### config.mk
export PLATFORM = sky130hd
export DESIGN_NAME = dts_drive_flat
export DESIGN_NICKNAME = d
export VERILOG_FILES = /design/src/logic/dts_pkg.sv /design/src/logic/dts_bus_if.sv /design/src/logic/dts_drive.sv /design/src/flat_wrapper.sv
export SDC_FILE = /design/constraint.sdc
export NUM_CORES = 1
export LEC_CHECK = 0
export ABC_AREA = 1
export BUFFER_PORTS_ARGS = -buffer_cell sky130_fd_sc_hd__buf_4
export CORE_MARGIN = 2
export CORE_UTILIZATION = 62
export CTS_CLUSTER_SIZE = 20
export DETAILED_ROUTE_END_ITERATION = 12
export PLACE_DENSITY_LB_ADDON = 0.2
export SETUP_SLACK_MARGIN = 0.05
export SYNTH_ARGS = -nofsm -noshare
export SYNTH_HDL_FRONTEND = slang
export SYNTH_SLANG_ARGS = --single-unit
### constraint.sdc
create_clock -name i_clk -period 6.1 [get_ports i_clk]
set_input_delay 1.83 -clock i_clk [delete_from_list [all_inputs] [get_ports i_clk]]
set_output_delay 1.83 -clock i_clk [all_outputs]
set_load 0.1 [all_outputs]
### src/logic/dts_pkg.sv
package dts_pkg;
    // packet word order on the command path
    localparam int unsigned DTS_PKT_WORDS = 4;
    localparam logic [1:0] DTS_W_OP = 2'h0;
    localparam logic [1:0] DTS_W_CYL = 2'h1;
    localparam logic [1:0] DTS_W_HEAD = 2'h2;
    localparam logic [1:0] DTS_W_SECT = 2'h3;
    // command codes carried in the op word
    localparam logic [15:0] DTS_OP_READ = 16'h0001;
    localparam logic [15:0] DTS_OP_WRITE = 16'h0002;
    localparam logic [15:0] DTS_OP_RECAL = 16'h0003;
    localparam logic [15:0] DTS_OP_OFFSET = 16'h0004;
    // geometry limits
    localparam logic [15:0] DTS_MAX_CYL = 16'h0400;
    localparam logic [15:0] DTS_MAX_HEAD = 16'h0010;
    localparam logic [15:0] DTS_MAX_SECT = 16'h0020;
    // bytes per sector written
    localparam logic [9:0] DTS_SECTOR_BYTES = 10'h20B;
    // engine control words
    localparam logic [1:0] DTS_ENG_OFF = 2'h0;
    localparam logic [1:0] DTS_ENG_READ = 2'h1;
    localparam logic [1:0] DTS_ENG_WRITE = 2'h2;
    // positioner commands
    localparam logic [2:0] DTS_POS_FOLLOW = 3'h0;
    localparam logic [2:0] DTS_POS_SEEK = 3'h1;
    localparam logic [2:0] DTS_POS_INWARD = 3'h2;
    localparam logic [2:0] DTS_POS_OUT_SLOW = 3'h3;
    // status codes returned to the controller
    localparam logic [1:0] DTS_ST_OK = 2'h0;
    localparam logic [1:0] DTS_ST_RANGE = 2'h1;
    localparam logic [1:0] DTS_ST_NO_DATA = 2'h2;
    localparam logic [1:0] DTS_ST_RECAL = 2'h3;
endpackage : dts_pkg

### src/logic/dts_bus_if.sv
`timescale 1ns/1ps
interface dts_bus_if;
    logic cmd_valid;
    logic [15:0] cmd_word;
    logic cmd_ready;
    logic data_mode;
    logic sector_irq;
    logic status_valid;
    logic [1:0] status_code;
    logic hdr_match;
    logic rd_valid;
    logic [7:0] rd_data;
    logic wr_valid;
    logic [7:0] wr_data;
    logic wr_req;
    modport drive (
        input cmd_valid, cmd_word, data_mode, hdr_match, wr_valid, wr_data,
        output cmd_ready, sector_irq, status_valid, status_code, rd_valid, rd_data, wr_req
    );
    modport ctrl (
        output cmd_valid, cmd_word, data_mode, hdr_match, wr_valid, wr_data,
        input cmd_ready, sector_irq, status_valid, status_code, rd_valid, rd_data, wr_req
    );
endinterface : dts_bus_if

### src/logic/dts_drive.sv
`timescale 1ns/1ps
module dts_drive
    import dts_pkg::*;
#(
    parameter int unsigned DTS_IRQ_WAIT = 4096
)(
    input wire logic i_clk,
    input wire logic i_arst_n,
    dts_bus_if.drive bus,
    input wire logic [15:0] i_sector_count,
    input wire logic i_seek_done,
    input wire logic i_sector_pulse,
    input wire logic i_guard_band,
    input wire logic i_recal_code,
    input wire logic i_rd_valid,
    input wire logic [7:0] i_rd_data,
    input wire logic i_eng_wr_req,
    output logic [2:0] o_pos_cmd,
    output logic [15:0] o_seek_cyl,
    output logic [15:0] o_head_sel,
    output logic [1:0] o_eng_ctrl,
    output logic o_eng_wr_valid,
    output logic [7:0] o_eng_wr_data,
    output logic o_recal_done
);
    typedef enum logic [3:0] {
        DTS_IDLE, DTS_FETCH, DTS_CHECK, DTS_SEEK, DTS_WAIT_SECT, DTS_WAIT_DATA,
        DTS_XFER, DTS_ENG_STOP, DTS_RC_IN, DTS_RC_OUT
    } dts_state_e;

    dts_state_e state;
    logic [1:0] widx;
    logic [15:0] pkt [DTS_PKT_WORDS];
    logic [15:0] offset;
    logic [15:0] target;
    logic [$clog2(DTS_IRQ_WAIT+1)-1:0] wait_cnt;
    logic pkt_ok;

    assign bus.cmd_ready = (state == DTS_IDLE) || (state == DTS_FETCH);
    assign target = pkt[DTS_W_SECT] - offset;
    assign pkt_ok = (pkt[DTS_W_OP] == DTS_OP_READ || pkt[DTS_W_OP] == DTS_OP_WRITE)
        && pkt[DTS_W_CYL] < DTS_MAX_CYL && pkt[DTS_W_HEAD] < DTS_MAX_HEAD
        && pkt[DTS_W_SECT] < DTS_MAX_SECT;

    // packet capture; recal stands alone, offset is op plus one value word
    always_ff @(posedge i_clk or negedge i_arst_n)
    begin
        if (!i_arst_n)
        begin
            widx <= 2'h0;
            for (int k = 0; k < DTS_PKT_WORDS; k++)
                pkt[k] <= 16'h0000;
        end
        else if (bus.cmd_valid && bus.cmd_ready)
        begin
            pkt[widx] <= bus.cmd_word;
            widx <= (state == DTS_IDLE && (widx == 2'h1 || bus.cmd_word == DTS_OP_RECAL))
                ? 2'h0 : widx + 2'h1;
        end
        else if (state == DTS_IDLE && !bus.cmd_valid)
            widx <= 2'h0;
    end

    always_ff @(posedge i_clk or negedge i_arst_n)
    begin
        if (!i_arst_n)
        begin
            state <= DTS_IDLE;
            offset <= 16'h0000;
            wait_cnt <= '0;
            bus.sector_irq <= 1'b0;
            bus.status_valid <= 1'b0;
            bus.status_code <= DTS_ST_OK;
            o_pos_cmd <= DTS_POS_FOLLOW;
            o_seek_cyl <= 16'h0000;
            o_head_sel <= 16'h0000;
            o_eng_ctrl <= DTS_ENG_OFF;
            o_recal_done <= 1'b0;
        end
        else
        begin
            bus.status_valid <= 1'b0;
            bus.sector_irq <= 1'b0;
            o_recal_done <= 1'b0;
            case (state)
                DTS_IDLE:
                    if (bus.cmd_valid && widx == 2'h0)
                    begin
                        if (bus.cmd_word == DTS_OP_RECAL)
                        begin
                            o_pos_cmd <= DTS_POS_INWARD;
                            state <= DTS_RC_IN;
                        end
                        else if (bus.cmd_word != DTS_OP_OFFSET)
                            state <= DTS_FETCH;
                    end
                    else if (bus.cmd_valid && widx == 2'h1 && pkt[DTS_W_OP] == DTS_OP_OFFSET)
                        offset <= bus.cmd_word;
                DTS_FETCH:
                    if (bus.cmd_valid && widx == DTS_W_SECT)
                        state <= DTS_CHECK;
                DTS_CHECK:
                    if (pkt_ok)
                    begin
                        o_seek_cyl <= pkt[DTS_W_CYL];
                        o_pos_cmd <= DTS_POS_SEEK;
                        state <= DTS_SEEK;
                    end
                    else
                    begin
                        bus.status_valid <= 1'b1;
                        bus.status_code <= DTS_ST_RANGE;
                        state <= DTS_IDLE;
                    end
                DTS_SEEK:
                    if (i_seek_done)
                    begin
                        o_pos_cmd <= DTS_POS_FOLLOW;
                        o_head_sel <= pkt[DTS_W_HEAD];
                        state <= DTS_WAIT_SECT;
                    end
                DTS_WAIT_SECT:
                    if (i_sector_count == target)
                    begin
                        bus.sector_irq <= 1'b1;
                        wait_cnt <= '0;
                        state <= DTS_WAIT_DATA;
                    end
                DTS_WAIT_DATA:
                    if (bus.data_mode)
                    begin
                        o_eng_ctrl <= (pkt[DTS_W_OP] == DTS_OP_WRITE) ? DTS_ENG_WRITE
                            : DTS_ENG_READ;
                        state <= DTS_XFER;
                    end
                    else if (wait_cnt == DTS_IRQ_WAIT[$bits(wait_cnt)-1:0])
                    begin
                        bus.status_valid <= 1'b1;
                        bus.status_code <= DTS_ST_NO_DATA;
                        state <= DTS_IDLE;
                    end
                    else
                        wait_cnt <= wait_cnt + 1'b1;
                DTS_XFER:
                    if (!bus.data_mode)
                    begin
                        o_eng_ctrl <= DTS_ENG_OFF;
                        state <= DTS_ENG_STOP;
                    end
                DTS_ENG_STOP:
                begin
                    bus.status_valid <= 1'b1;
                    bus.status_code <= DTS_ST_OK;
                    state <= DTS_IDLE;
                end
                DTS_RC_IN:
                    if (i_guard_band)
                    begin
                        o_pos_cmd <= DTS_POS_OUT_SLOW;
                        state <= DTS_RC_OUT;
                    end
                DTS_RC_OUT:
                    if (i_recal_code)
                    begin
                        o_pos_cmd <= DTS_POS_FOLLOW;
                        o_recal_done <= 1'b1;
                        bus.status_valid <= 1'b1;
                        bus.status_code <= DTS_ST_RECAL;
                        state <= DTS_IDLE;
                    end
                default:
                    state <= DTS_IDLE;
            endcase
        end
    end

    // data path between bus and engine, live only while the engine runs
    always_ff @(posedge i_clk or negedge i_arst_n)
    begin
        if (!i_arst_n)
        begin
            bus.rd_valid <= 1'b0;
            bus.rd_data <= 8'h00;
            o_eng_wr_valid <= 1'b0;
            o_eng_wr_data <= 8'h00;
        end
        else
        begin
            bus.rd_valid <= (o_eng_ctrl == DTS_ENG_READ) && i_rd_valid;
            bus.rd_data <= i_rd_data;
            o_eng_wr_valid <= (o_eng_ctrl == DTS_ENG_WRITE) && bus.wr_valid;
            o_eng_wr_data <= bus.wr_data;
        end
    end

    assign bus.wr_req = (o_eng_ctrl == DTS_ENG_WRITE) && i_eng_wr_req;
endmodule : dts_drive

### src/flat_wrapper.sv
// flat-port wrapper written by rule: the top's interface ports become plain ports
module dts_drive_flat import dts_pkg::*;
#(
    parameter int unsigned DTS_IRQ_WAIT = 4096
)
  (i_clk, i_arst_n, i_sector_count, i_seek_done, i_sector_pulse, i_guard_band, i_recal_code, i_rd_valid, i_rd_data, i_eng_wr_req, o_pos_cmd, o_seek_cyl, o_head_sel, o_eng_ctrl, o_eng_wr_valid, o_eng_wr_data, o_recal_done, bus_cmd_valid, bus_cmd_word, bus_data_mode, bus_hdr_match, bus_wr_valid, bus_wr_data, bus_cmd_ready, bus_sector_irq, bus_status_valid, bus_status_code, bus_rd_valid, bus_rd_data, bus_wr_req);
  dts_bus_if bus_i ();
  input wire logic i_clk;
  input wire logic i_arst_n;
  input wire logic [15:0] i_sector_count;
  input wire logic i_seek_done;
  input wire logic i_sector_pulse;
  input wire logic i_guard_band;
  input wire logic i_recal_code;
  input wire logic i_rd_valid;
  input wire logic [7:0] i_rd_data;
  input wire logic i_eng_wr_req;
  output logic [2:0] o_pos_cmd;
  output logic [15:0] o_seek_cyl;
  output logic [15:0] o_head_sel;
  output logic [1:0] o_eng_ctrl;
  output logic o_eng_wr_valid;
  output logic [7:0] o_eng_wr_data;
  output logic o_recal_done;
  input wire logic [$bits(bus_i.cmd_valid)-1:0] bus_cmd_valid;
  input wire logic [$bits(bus_i.cmd_word)-1:0] bus_cmd_word;
  input wire logic [$bits(bus_i.data_mode)-1:0] bus_data_mode;
  input wire logic [$bits(bus_i.hdr_match)-1:0] bus_hdr_match;
  input wire logic [$bits(bus_i.wr_valid)-1:0] bus_wr_valid;
  input wire logic [$bits(bus_i.wr_data)-1:0] bus_wr_data;
  output wire logic [$bits(bus_i.cmd_ready)-1:0] bus_cmd_ready;
  output wire logic [$bits(bus_i.sector_irq)-1:0] bus_sector_irq;
  output wire logic [$bits(bus_i.status_valid)-1:0] bus_status_valid;
  output wire logic [$bits(bus_i.status_code)-1:0] bus_status_code;
  output wire logic [$bits(bus_i.rd_valid)-1:0] bus_rd_valid;
  output wire logic [$bits(bus_i.rd_data)-1:0] bus_rd_data;
  output wire logic [$bits(bus_i.wr_req)-1:0] bus_wr_req;
  assign bus_i.cmd_valid = bus_cmd_valid;
  assign bus_i.cmd_word = bus_cmd_word;
  assign bus_i.data_mode = bus_data_mode;
  assign bus_i.hdr_match = bus_hdr_match;
  assign bus_i.wr_valid = bus_wr_valid;
  assign bus_i.wr_data = bus_wr_data;
  assign bus_cmd_ready = bus_i.cmd_ready;
  assign bus_sector_irq = bus_i.sector_irq;
  assign bus_status_valid = bus_i.status_valid;
  assign bus_status_code = bus_i.status_code;
  assign bus_rd_valid = bus_i.rd_valid;
  assign bus_rd_data = bus_i.rd_data;
  assign bus_wr_req = bus_i.wr_req;
  dts_drive #(.DTS_IRQ_WAIT(DTS_IRQ_WAIT)) u_core (.i_clk(i_clk), .i_arst_n(i_arst_n), .bus(bus_i), .i_sector_count(i_sector_count), .i_seek_done(i_seek_done), .i_sector_pulse(i_sector_pulse), .i_guard_band(i_guard_band), .i_recal_code(i_recal_code), .i_rd_valid(i_rd_valid), .i_rd_data(i_rd_data), .i_eng_wr_req(i_eng_wr_req), .o_pos_cmd(o_pos_cmd), .o_seek_cyl(o_seek_cyl), .o_head_sel(o_head_sel), .o_eng_ctrl(o_eng_ctrl), .o_eng_wr_valid(o_eng_wr_valid), .o_eng_wr_data(o_eng_wr_data), .o_recal_done(o_recal_done));
endmodule
Yosys cells after proc, flatten, opt, wreduce, memory -nomap -nowiden
Cells that the tools add are included.

Register bits: 159. RAM bits: 0. Memories kept: 0. Memory bits (read-only): 0. Output and inout port bits: 62. Bits of input ports: 60. Logic and storage cells: 146. Latch bits: 0.

Order comparisons: 5. Div/mod/pow operators: 0. $mul: 0. Equal/unequal tests: 36. Shift operators: 0. Add/subtract/negate cells: 3. Muxes and demuxes: 47. Bitwise logic cells: 2. Reduce and logical (&&, ||, !) cells: 33.

Operator list (count): $bwmux 64 (1); $mux 4 (11); $mux 13 (3); $pmux 4 s9 (1); $demux 16 s2 (1); $eq 16x2->1 const B (2); $pmux 13 s2 (1); $mux 2 (11); $ne 2x2->1 const B (11); $mux 3 (6); $eq 16x1->1 const B (1); $eq 16x16->1 (1); $eq 16x3->1 const B (1); $eq 4x3->1 const B (4); $lt 16x11->1 const B (1); $lt 16x5->1 const B (1); $lt 16x6->1 const B (1); $mux 16 (1); $ne 16x3->1 const B (1); $sub 16x16->16 (1); $pmux 3 s5 (1); $logic_and 1x1->1 (14); $add 13x1->13 const B (1); $eq 13x13->1 const B (1); other kinds (30) (48).

Longest topological paths before layout
Gate-level depths: netlist (run 1).

Depth after elaboration: 7. Depth in mapped cells: 19. Mapped depth without buffers: 18.

Least setup slack after synthesis (run 1)
No wires, ideal clock.

Path type: input port to output port. From: input i_eng_wr_req. To: output bus_wr_req. Path buffers: 0. Data arrival time: 2.608 ns. Setup slack: 1.662 ns. Required time: 4.270 ns. Stages: 1. Cells stage by stage: and3_1.

Longest elaborated chain between the ends: 1.

Ends and longest elaborated chain: start: declaration (line flat_wrapper.sv:17) `input wire logic i_eng_wr_req;`; $logic_and 1x1->1 (line dts_drive.sv:196) `assign bus.wr_req = (o_eng_ctrl == DTS_ENG_WRITE) && i_eng_wr_req;`; end: declaration (line flat_wrapper.sv:37) `output wire logic [$bits(bus_i.wr_req)-1:0] bus_wr_req;`.

No other way between the ends.

Worst setup path after layout (run 1)
Ends and elaborated chain as after synthesis.

==> impl_results.md, run 1 <==
* RSZ-0062 raised after global routing: no
* CP Capture Type: output pin
* Non-filler cells, final at around 1300
* Via count at about 6800
* CP max stage cell: buf_4
* Grt ovf at 0
* Worst clock skew at 0.00666 ns
* Top cell type's share of synthesized area at 49.7%
* Die width at 117 um
* Layout cell share with drive strength beyond 1 at 15.3%
* Number of enable flip-flop cells after synthesis at 0
* Worst-Skew Late Latency at 0.42 ns
* Outcome: finished clean
* Routed wire length at 17900 um
* Fin crit period at 4.16 ns
* Worst slew margin at just over 30%
* Initial antenna violation count at 0
* Setup bufs post-CTS at 0
* Buffers on Ports at 118
* Core ar. at 12600 um2
* Slew @ Worst Pin at approximately 1.0 ns
* Deepest clock path buffer count at 2
* First-pass GRT wire length at 29600 um
* Total track usage at 27.7%
* Dpl cell area at 8960 um2
* Crit path buffers/inverters at 2
* Hold_buf cts at 0
* VDD IR-drop max at between 0.5 and 0.6 mV
* Ys async rst share at 100%
* Main synth FF type: dfrtp_1
* Dpl hpwl at 12800 um
* Post-synth top area cell: dfrtp_1
* Synth Instances at 1000
* Power per cell area at ~510 nW/um2
* Fin Setup TNS at 0 ns
* Final core utilization at 76.4%
* Setup violations, final at 0
* Mean routed wirelength per cell at 13.7 um
* Starting density of the core at 63.3%
* Syn_nets at 1082
* Vias in the first global route at 6448
* Critical Path RT at 4.27 ns
* Slowest stage delay, CP at approximately 0.28 ns
* CTS resizes at 0
* Placer Congestion at 0.938
* CP arrival at 2.33 ns
* Initial DRC count at between 400 and 500
* Leak pwr at 5.01 nW
* Die Y at between 100 and 150 um
* Fin area at 9600 um2
* Top cell by count, worst path: buf_4
* Die ar. at roughly 14000 um2
* Vias per cell at 5.21
* FF+latch count, synth at 158
* Synth Cell Area at 7960 um2
* Worst-path cell chain: buf_4 > and3_1 > buf_4
* Inst Count DP at about 1300
* Number of synthesis warnings at 0
* Max Fclk at 241 MHz
* Worst-path clk slew at about 0.060 ns
* Crit Path Category: in2out
* Antenna cells at 0
* DRT Pass-1 Iters at 7
* Clk root buf: clkbuf_16
* Fin. max-slew vios at 0
* # nets final at ~1200
* Worst Hold Class: reg2reg
* Count leader, synth: nand2_1
* Sequential fraction of the synthesis area at 49.7%
* Critical path's top delay family: buffers and inverters
* Drt drc at 0
* Top post-synthesis cells by area: dfrtp_1, nand2_1, inv_1, o21ai_0, nor2_1
* Synth unique cells at 41
* Final ANT Viol Nets at 0
* Fin crit share at 68.1%
* Max cap viols at 0
* TritonCTS Buffers at 17
* Clock sink count at 158
* I/O pins at 122
* Num rows at 41
* Critical-path maximum fanout at 1
* Type of origin of the critical path: input port
* Post-synth top cells: nand2_1, inv_1, dfrtp_1
* Syn Area/Cell at 7.96 um2
* Final Hold Fails at 0
* CTS tree: built
* Syn-to-layout area delta at 20.7%
* CTS H-tree lvls at 4
* Largest net degree at the start of global routing at 121
## through the flow
stage               hold slack, ns  power, W  worst slack [ns]
floorplan                    0.453   0.00326              1.66
global placement             0.451   0.00371              1.94
detailed placement           0.454   0.00377              1.94
CTS                          0.470   0.00490              1.94
global route                 0.496   0.00522              1.92
finish                       0.472   0.00489              1.94
## state kept, by name, indices dropped and copies added, names as in the netlist, 4 cells and up
name,cells
u_core.o_eng_wr_data,8
u_core.state,4
u_core.offset,16
u_core.o_head_sel,16
u_core.bus.rd_data,8
u_core.pkt,64
u_core.wait_cnt,13
u_core.o_seek_cyl,16
## power breakdown
group	switching (W)	total [W]	internal [W]
registers	0.000164	0.00151	0.00135
logic	0.00163	0.00226	0.000624
clock network	0.000417	0.00112	0.000707
## cells in the final DEF (no fill, tap or decap), types with 8 or more instances in the layout
cell       count
nor3_1        14
nor2_1        79
nand4_1       21
dfrtp_1      158
ha_1          21
o21ai_0       95
nand3_1       57
inv_1        170
clkbuf_16     17
xnor2_1        8
xor2_1        20
buf_4        121
nand2_1      252
a21oi_1       23
## layer usage
metal | up-vias | routed length [um] | GRT usage [%]
met2 | 224 | 8590 | 45.7
met1 | 3147 | 7900 | 36.7
met4 | 0 | 387 | 9.49
li1 | 3360 | - | -
met3 | 34 | 988 | 5.92
met5 | - | 0 | 0
## worst min-delay path, stage by stage, from the launching register on
cell and delay, ns:
dfrtp_1 0.35, nand2_1 0.05, inv_1 0.04
## area by class of cell
type	count	area, um2
clock buffers	19	453
inverters	173	649
repair buffers	122	920
clock inverters	12	181
fillers	933	2970
multi-input cells	643	3230
flip-flops and latches	158	3950
well taps	172	215
## path summary, 6_finish.rpt
| kind | end | cells after the start | slack (ns) | start |
|---|---|---|---|---|
| max in group asynchronous | u_core.wait_cnt[4] | 2 | 3.43 | i_arst_n |
| worst min register to register | u_core.o_seek_cyl[15] | 2 | 0.47 | u_core.o_seek_cyl[15] |
| worst min-delay path | u_core.o_seek_cyl[15] | 2 | 0.47 | u_core.o_seek_cyl[15] |
| min in group asynchronous | u_core.bus.rd_data[7] | 1 | 1.55 | i_arst_n |
| worst max register to register | u_core.wait_cnt[10] | 16 | 3.40 | u_core.offset[0] |
| worst max-delay path | bus_wr_req | 3 | 1.94 | i_eng_wr_req |
## cells by family (layout without fill, tap and decap cells)
group                    count (synthesis)  count (layout)  synth area share (%)
AND/OR/NAND/NOR                        463             463                  25.4
buffers and inverters                  199             326                  9.75
flip-flops                             158             158                  49.7
AO/OA/AOI/OAI                          129             129                  8.43
XOR/XNOR                                28              28                  3.08
adder cells (fa/ha/maj)                 22              22                  3.55
other                                    1               1                0.0471
Note: power is estimated with default switching activity, not from simulation.
==> run 2: changes to the inputs <==
--- a/config.mk
+++ b/config.mk
@@ -8,7 +8,7 @@
 export ABC_AREA = 1
 export BUFFER_PORTS_ARGS = -buffer_cell sky130_fd_sc_hd__buf_4
 export CORE_MARGIN = 2
-export CORE_UTILIZATION = 62
+export CORE_UTILIZATION = 57
 export CTS_CLUSTER_SIZE = 20
 export DETAILED_ROUTE_END_ITERATION = 12
 export PLACE_DENSITY_LB_ADDON = 0.2
==> constraint.sdc (replaced) <==
create_clock -name i_clk -period 4.1 [get_ports i_clk]
set_input_delay 1.23 -clock i_clk [delete_from_list [all_inputs] [get_ports i_clk]]
set_output_delay 1.23 -clock i_clk [all_outputs]
set_load 0.1 [all_outputs]
==> run 2 against run 1 <==
Against the previous run:
- flip-flop and latch count stayed put
- routed wire length fell by 0.26%
- critical endpoint unchanged
- combinational power up 48%
- critical path type unchanged
==> impl_results.md, run 2 (synthesis gave the netlist of run 1 again) <==
* I/O pins at 122
* Critical-path maximum fanout at 1
* Worst Hold Class: reg2reg
* Area of the multi-input gates at 3230 um2
* NetSw at approximately 0.0034 W
* Most common cell after layout, fill and taps aside: nand2_1
* VDD IR-drop max at 0.608 mV
* Via count at about 6700
* Worst reg-to-reg setup slack at 1.42 ns
* Vias per cell at 5.13
* Worst-Skew Late Latency at 0.43 ns
* Leak pwr at about 5 nW
* Dpl cell area at 8990 um2
* Antenna cells at 0
* Deepest clock path buffer count at 2
* Internal at ~0.0038 W
* Critical path's top delay family: buffers and inverters
* Syn-to-layout area delta at 20.9%
* Fin crit period at between 2 and 3 ns
* Total track usage at between 20 and 30%
* Setup bufs post-CTS at 0
* Starting density of the core at between 50 and 60%
* Clock power frac at 22.4%
* Most frequent cells in the layout: nand2_1, inv_1, dfrtp_1, buf_4, o21ai_0
* Clock sink count at 158
* Total area of sequential cells at 3950 um2
* Num rows at 43
* CP Capture Type: output pin
* Hold_buf cts at 0
* Max cap viols at 0
* Top cell by count, worst path: buf_4
* Non-filler cells, final at around 1300
* Worst slew margin at 32.2%
* CTS resizes at 0
* Fillcell total at 1154
* Slowest stage delay, CP at between 0.2 and 0.3 ns
* Worst hold path cell count at 2
* Crit Path Category: in2out
* Min-delay src: u_core.o_seek_cyl[12]
* Sequential share of power at 31.2%
* RR Startpoint: u_core.offset[0]
* Worst clock skew at 0.0129 ns
* Dpl hpwl at 12900 um
* Core ar. at 13800 um2
* Type of origin of the critical path: input port
* Total power at 0.00722 W
* First-pass GRT wire length at 29900 um
* Critical Path RT at 2.87 ns
* Buffers on Ports at 118
* Final core utilization at 69.8%
* Largest net degree at the start of global routing at 82
* Fin crit share at 72.2%
* Routed wire length at 17800 um
* Power per cell area at 750 nW/um2
* Placer Congestion at 0.941
* Largest register FFs at 64
* Net Sw Frac at 47.1%
* DRT Pass-1 Iters at 5
* Worst hold path endpoint: u_core.o_seek_cyl[12]
* CP arrival at about 1.7 ns
* Fin Setup TNS at 0 ns
* Die width at approximately 120 um
* Max Fclk at 338 MHz
* Power share of the combinational group at 46.4%
* Inst Count DP at 1277
* CP max stage cell: buf_4
* TritonCTS Buffers at 17
* Worst-path clk slew at 0.07 ns
* Vias in the first global route at 6394
* Drt drc at 0
* Setup violations, final at 0
* Outcome: finished clean
* Final Hold Fails at 0
* Crit path buffers/inverters at 2
* Grt ovf at 0
* # nets final at 1198
* Fin area at 9620 um2
* Final ANT Viol Nets at 0
* Initial antenna violation count at 0
* Worst Reg-to-Reg Cells at 14
* Die Y at 122 um
* Slew @ Worst Pin at 1.01 ns
* Die ar. at 14900 um2
* CTS tree: built
* Initial DRC count at 484
* Mean routed wirelength per cell at 13.6 um
* CTS H-tree lvls at 4
* RR Endpoint: u_core.wait_cnt[3]
* Largest register by flop count: u_core.pkt
* Layout cell share with drive strength beyond 1 at between 10% and 20%
* Worst-path cell chain: buf_4 > and3_1 > buf_4
* Clk root buf: clkbuf_16
* RSZ-0062 raised after global routing: no
* Fin. max-slew vios at 0
[run 2: cell count changes in the layout (fill, tap and decap cells not counted), sizes merged]
cell | previous run | this run
buf | 122 | 123
bufinv | 4 | 1
clkbuf | 19 | 17
clkinv | 4 | 7
inv | 176 | 179
[run 2: final cells by class]
| class | count | share of cell area, % |
|---|---|---|
| inverters | 173 | 6.75 |
| well taps | 180 | 2.34 |
| flip-flops and latches | 158 | 41.1 |
| repair buffers | 123 | 9.77 |
| clock buffers | 17 | 4.42 |
| clock inverters | 15 | 2.09 |
| multi-input cells | 643 | 33.5 |
[run 2: tightest hold or removal path: stages, from the launching register on]
cell,delay [ns]
dfrtp_1,0.34
nand2_1,0.06
inv_1,0.04
[run 2: worst max-delay path by stage]
stage	cells past startpoint	from	end
floorplan	1	i_eng_wr_req	bus_wr_req
global placement	3	i_eng_wr_req	bus_wr_req
detailed placement	3	i_eng_wr_req	bus_wr_req
CTS	3	i_eng_wr_req	bus_wr_req
global route	4	u_core.state[2]	bus_cmd_ready
finish	3	i_eng_wr_req	bus_wr_req
[run 2: per-layer routing]
layer  routed length, um  global-route usage (%)
met5                   0                       0
met4                 387                    8.84
met2                8560                    39.9
met3                 867                    5.01
met1                8000                    35.2
[run 2: through the flow]
stage               setup WS (ns)  hold WS, ns
finish                       1.14        0.471
global route                 1.07        0.505
CTS                          1.14        0.473
detailed placement           1.14        0.453
global placement             1.14        0.451
floorplan                   0.862        0.453
[run 2: power groups by stage]
stage,sequential (W),clock [W],combinational [W]
global placement,0.00225,0,0.00328
finish,0.00225,0.00162,0.00335
floorplan,0.00312,0,0.00174
CTS,0.00225,0.00163,0.00336
global route,0.00230,0.00170,0.00372
detailed placement,0.00227,0,0.00334
==> run 3: changes to the inputs <==
--- a/config.mk
+++ b/config.mk
@@ -8,7 +8,7 @@
 export ABC_AREA = 1
 export BUFFER_PORTS_ARGS = -buffer_cell sky130_fd_sc_hd__buf_4
 export CORE_MARGIN = 2
-export CORE_UTILIZATION = 57
+export CORE_UTILIZATION = 52
 export CTS_CLUSTER_SIZE = 20
 export DETAILED_ROUTE_END_ITERATION = 12
 export PLACE_DENSITY_LB_ADDON = 0.2
==> constraint.sdc (replaced) <==
create_clock -name i_clk -period 2.5 [get_ports i_clk]
set_input_delay 0.75 -clock i_clk [delete_from_list [all_inputs] [get_ports i_clk]]
set_output_delay 0.75 -clock i_clk [all_outputs]
set_load 0.1 [all_outputs]
==> run 3 against run 2 <==
Against the previous run:
- sequential share of layout area decreased by 1.2 points
- register-to-register slack lost 1.3 ns
- cell area rose by 3.1%
- worst hold slack worse by 0.21 ns
- clock skew is 0.0018 ns lower
- final cell count increased by 1.8%
- largest cell class unchanged
- largest power group unchanged
- highest routed layer unchanged
==> impl_results.md, run 3 (synthesis gave the netlist of run 1 again) <==
* Max cap viols at 0
* Starting density of the core at a little over half
* Final worst slack at roughly 0.13 ns
* Syn-to-layout area delta at 24.7%
* Die ar. at 16300 um2
* Via count at about 6700
* Drt drc at 0
* Worst-path clk slew at 0.06 ns
* VDD IR-drop max at 0.987 mV
* Initial antenna violation count at 0
* Slew @ Worst Pin at roughly 0.50 ns
* Fillcell total at about 1300
* CTS H-tree lvls at 4
* DRT Pass-1 Iters at 5
* # nets final at between 1000 and 1500
* Setup violations, final at 0
* I/O pins at 122
* Grt ovf at 0
* Deepest clock path buffer count at 2
* Final Hold Fails at 0
* Total track usage at between 20% and 30%
* Final ANT Viol Nets at 0
* CP arrival at about 2.7 ns
* Hold_buf cts at 0
* Most common cell after layout, fill and taps aside: nand2_1
* Initial DRC count at 500
* Power per cell area at 1210 nW/um2
* Worst reg-to-reg setup slack at 0.13 ns
* Leak pwr at around 5.1 nW
* Clk root buf: clkbuf_16
* Vias in the first global route at between 6000 and 7000
* Buffers on Ports at 118
* Largest register FFs at 64
* Die width at about 130 um
* Largest register by flop count: u_core.pkt
* Crit Path Category: reg2reg
* TritonCTS Buffers at 17
* Fin crit period at about 2.4 ns
* Mean routed wirelength per cell at 13.6 um
* Num rows at 45
* Max Fclk at between 400 and 500 MHz
* Most frequent cells in the layout: nand2_1, inv_1, dfrtp_1, buf_4, o21ai_0
* Worst-Skew Late Latency at 0.42 ns
* Final core utilization at 65.7%
* Type of origin of the critical path: flop
* RSZ-0062 raised after global routing: yes
* Fin. max-slew vios at 0
* Fin crit share at 94.9%
* CP Capture Type: flop
* Die Y at 128 um
* Vias per cell at about 5.0
* Critical Path RT at 2.85 ns
* Critical-path maximum fanout at 7
* Outcome: finished clean
* Antenna cells at 0
* Worst clock skew at around 0.011 ns
* Clock sink count at approximately 160
* First-pass GRT wire length at 30300 um
* Layout cell share with drive strength beyond 1 at slightly below 20%
* Placer Congestion at 0.879
* Largest net degree at the start of global routing at 52
* CTS tree: built
* Routed wire length at 18100 um
* Worst slew margin at 66.2%
* Pre-CTS setup slack at ~0.012 ns
* Worst Hold Class: in2async
* Core ar. at roughly 15000 um2
* Dpl hpwl at 13300 um
-- run 3: report_power, final --
group          internal, W  switching (W)
sequential         0.00329       0.000407
clock              0.00141        0.00107
combinational      0.00172        0.00410
total              0.00642        0.00558
-- run 3: path summary, 6_finish.rpt --
path | start | endpoint | cells past startpoint
setup / recovery | u_core.offset[0] | u_core.wait_cnt[11] | 14
hold / removal | i_arst_n | u_core.bus.rd_data[0] | 1
setup reg to reg | u_core.offset[0] | u_core.wait_cnt[11] | 14
hold reg to reg | u_core.o_seek_cyl[10] | u_core.o_seek_cyl[10] | 2
max in group asynchronous | i_arst_n | u_core.pkt[47] | 2
min in group i_clk | bus_wr_data[3] | u_core.o_eng_wr_data[3] | 1
-- run 3: final cells by class --
class	instances	area (um2)	share of cell area, %
Clock buffer	18	439	4.43
Multi-Input combinational cell	643	3430	34.6
Clock inverter	13	128	1.29
Timing Repair Buffer	140	1080	10.9
Tap cell	188	235	2.37
Sequential cell	158	3950	39.9
Inverter	173	649	6.55
-- run 3: critical path, cell delays in order, from the launching register on --
cell	delay, ns
dfrtp_1	0.40
ha_4	0.18
fa_2	0.37
inv_2	0.09
nand3_2	0.09
nand3_4	0.10
a21oi_1	0.09
xor2_1	0.20
nand2_1	0.09
nor2_2	0.12
nand3_2	0.11
nand2_4	0.16
buf_6	0.15
nand3_1	0.07
nand2_1	0.08
-- run 3: what timing repair did --
action	CTS	global route
gates resized for setup	1	43
setup buffers	0	3
cloned	0	0
pin swaps	0	15
setup endpoints to repair	13	17
-- run 3: per-stage QoR --
| stage | hold WS (ns) | setup TNS, ns | power, W | cell area (um2) | std cells |
|---|---|---|---|---|---|
| 2_1_floorplan | 0.453 | 0 | 0.00798 | 7960 | 1000 |
| 3_3_place_gp | 0.452 | 0 | 0.00916 | 9120 | 1299 |
| 3_5_place_dp | 0.458 | 0 | 0.00925 | 9120 | 1299 |
| 4_1_cts | 0.270 | 0 | 0.0118 | 9690 | 1330 |
| 5_1_grt | 0.282 | -0.0974 | 0.0129 | 9920 | 1333 |
| 6_report | 0.260 | 0 | 0.0120 | 9920 | 1333 |
-- run 3: metal layers --
| metal | GRT usage (%) | vias to the layer above | routed length [um] |
|---|---|---|---|
| met5 | 0 | - | 0 |
| met4 | 6.33 | 0 | 252 |
| met3 | 5.38 | 17 | 841 |
| met2 | 36.2 | 143 | 8380 |
| met1 | 33.4 | 3141 | 8610 |
| li1 | - | 3398 | - |
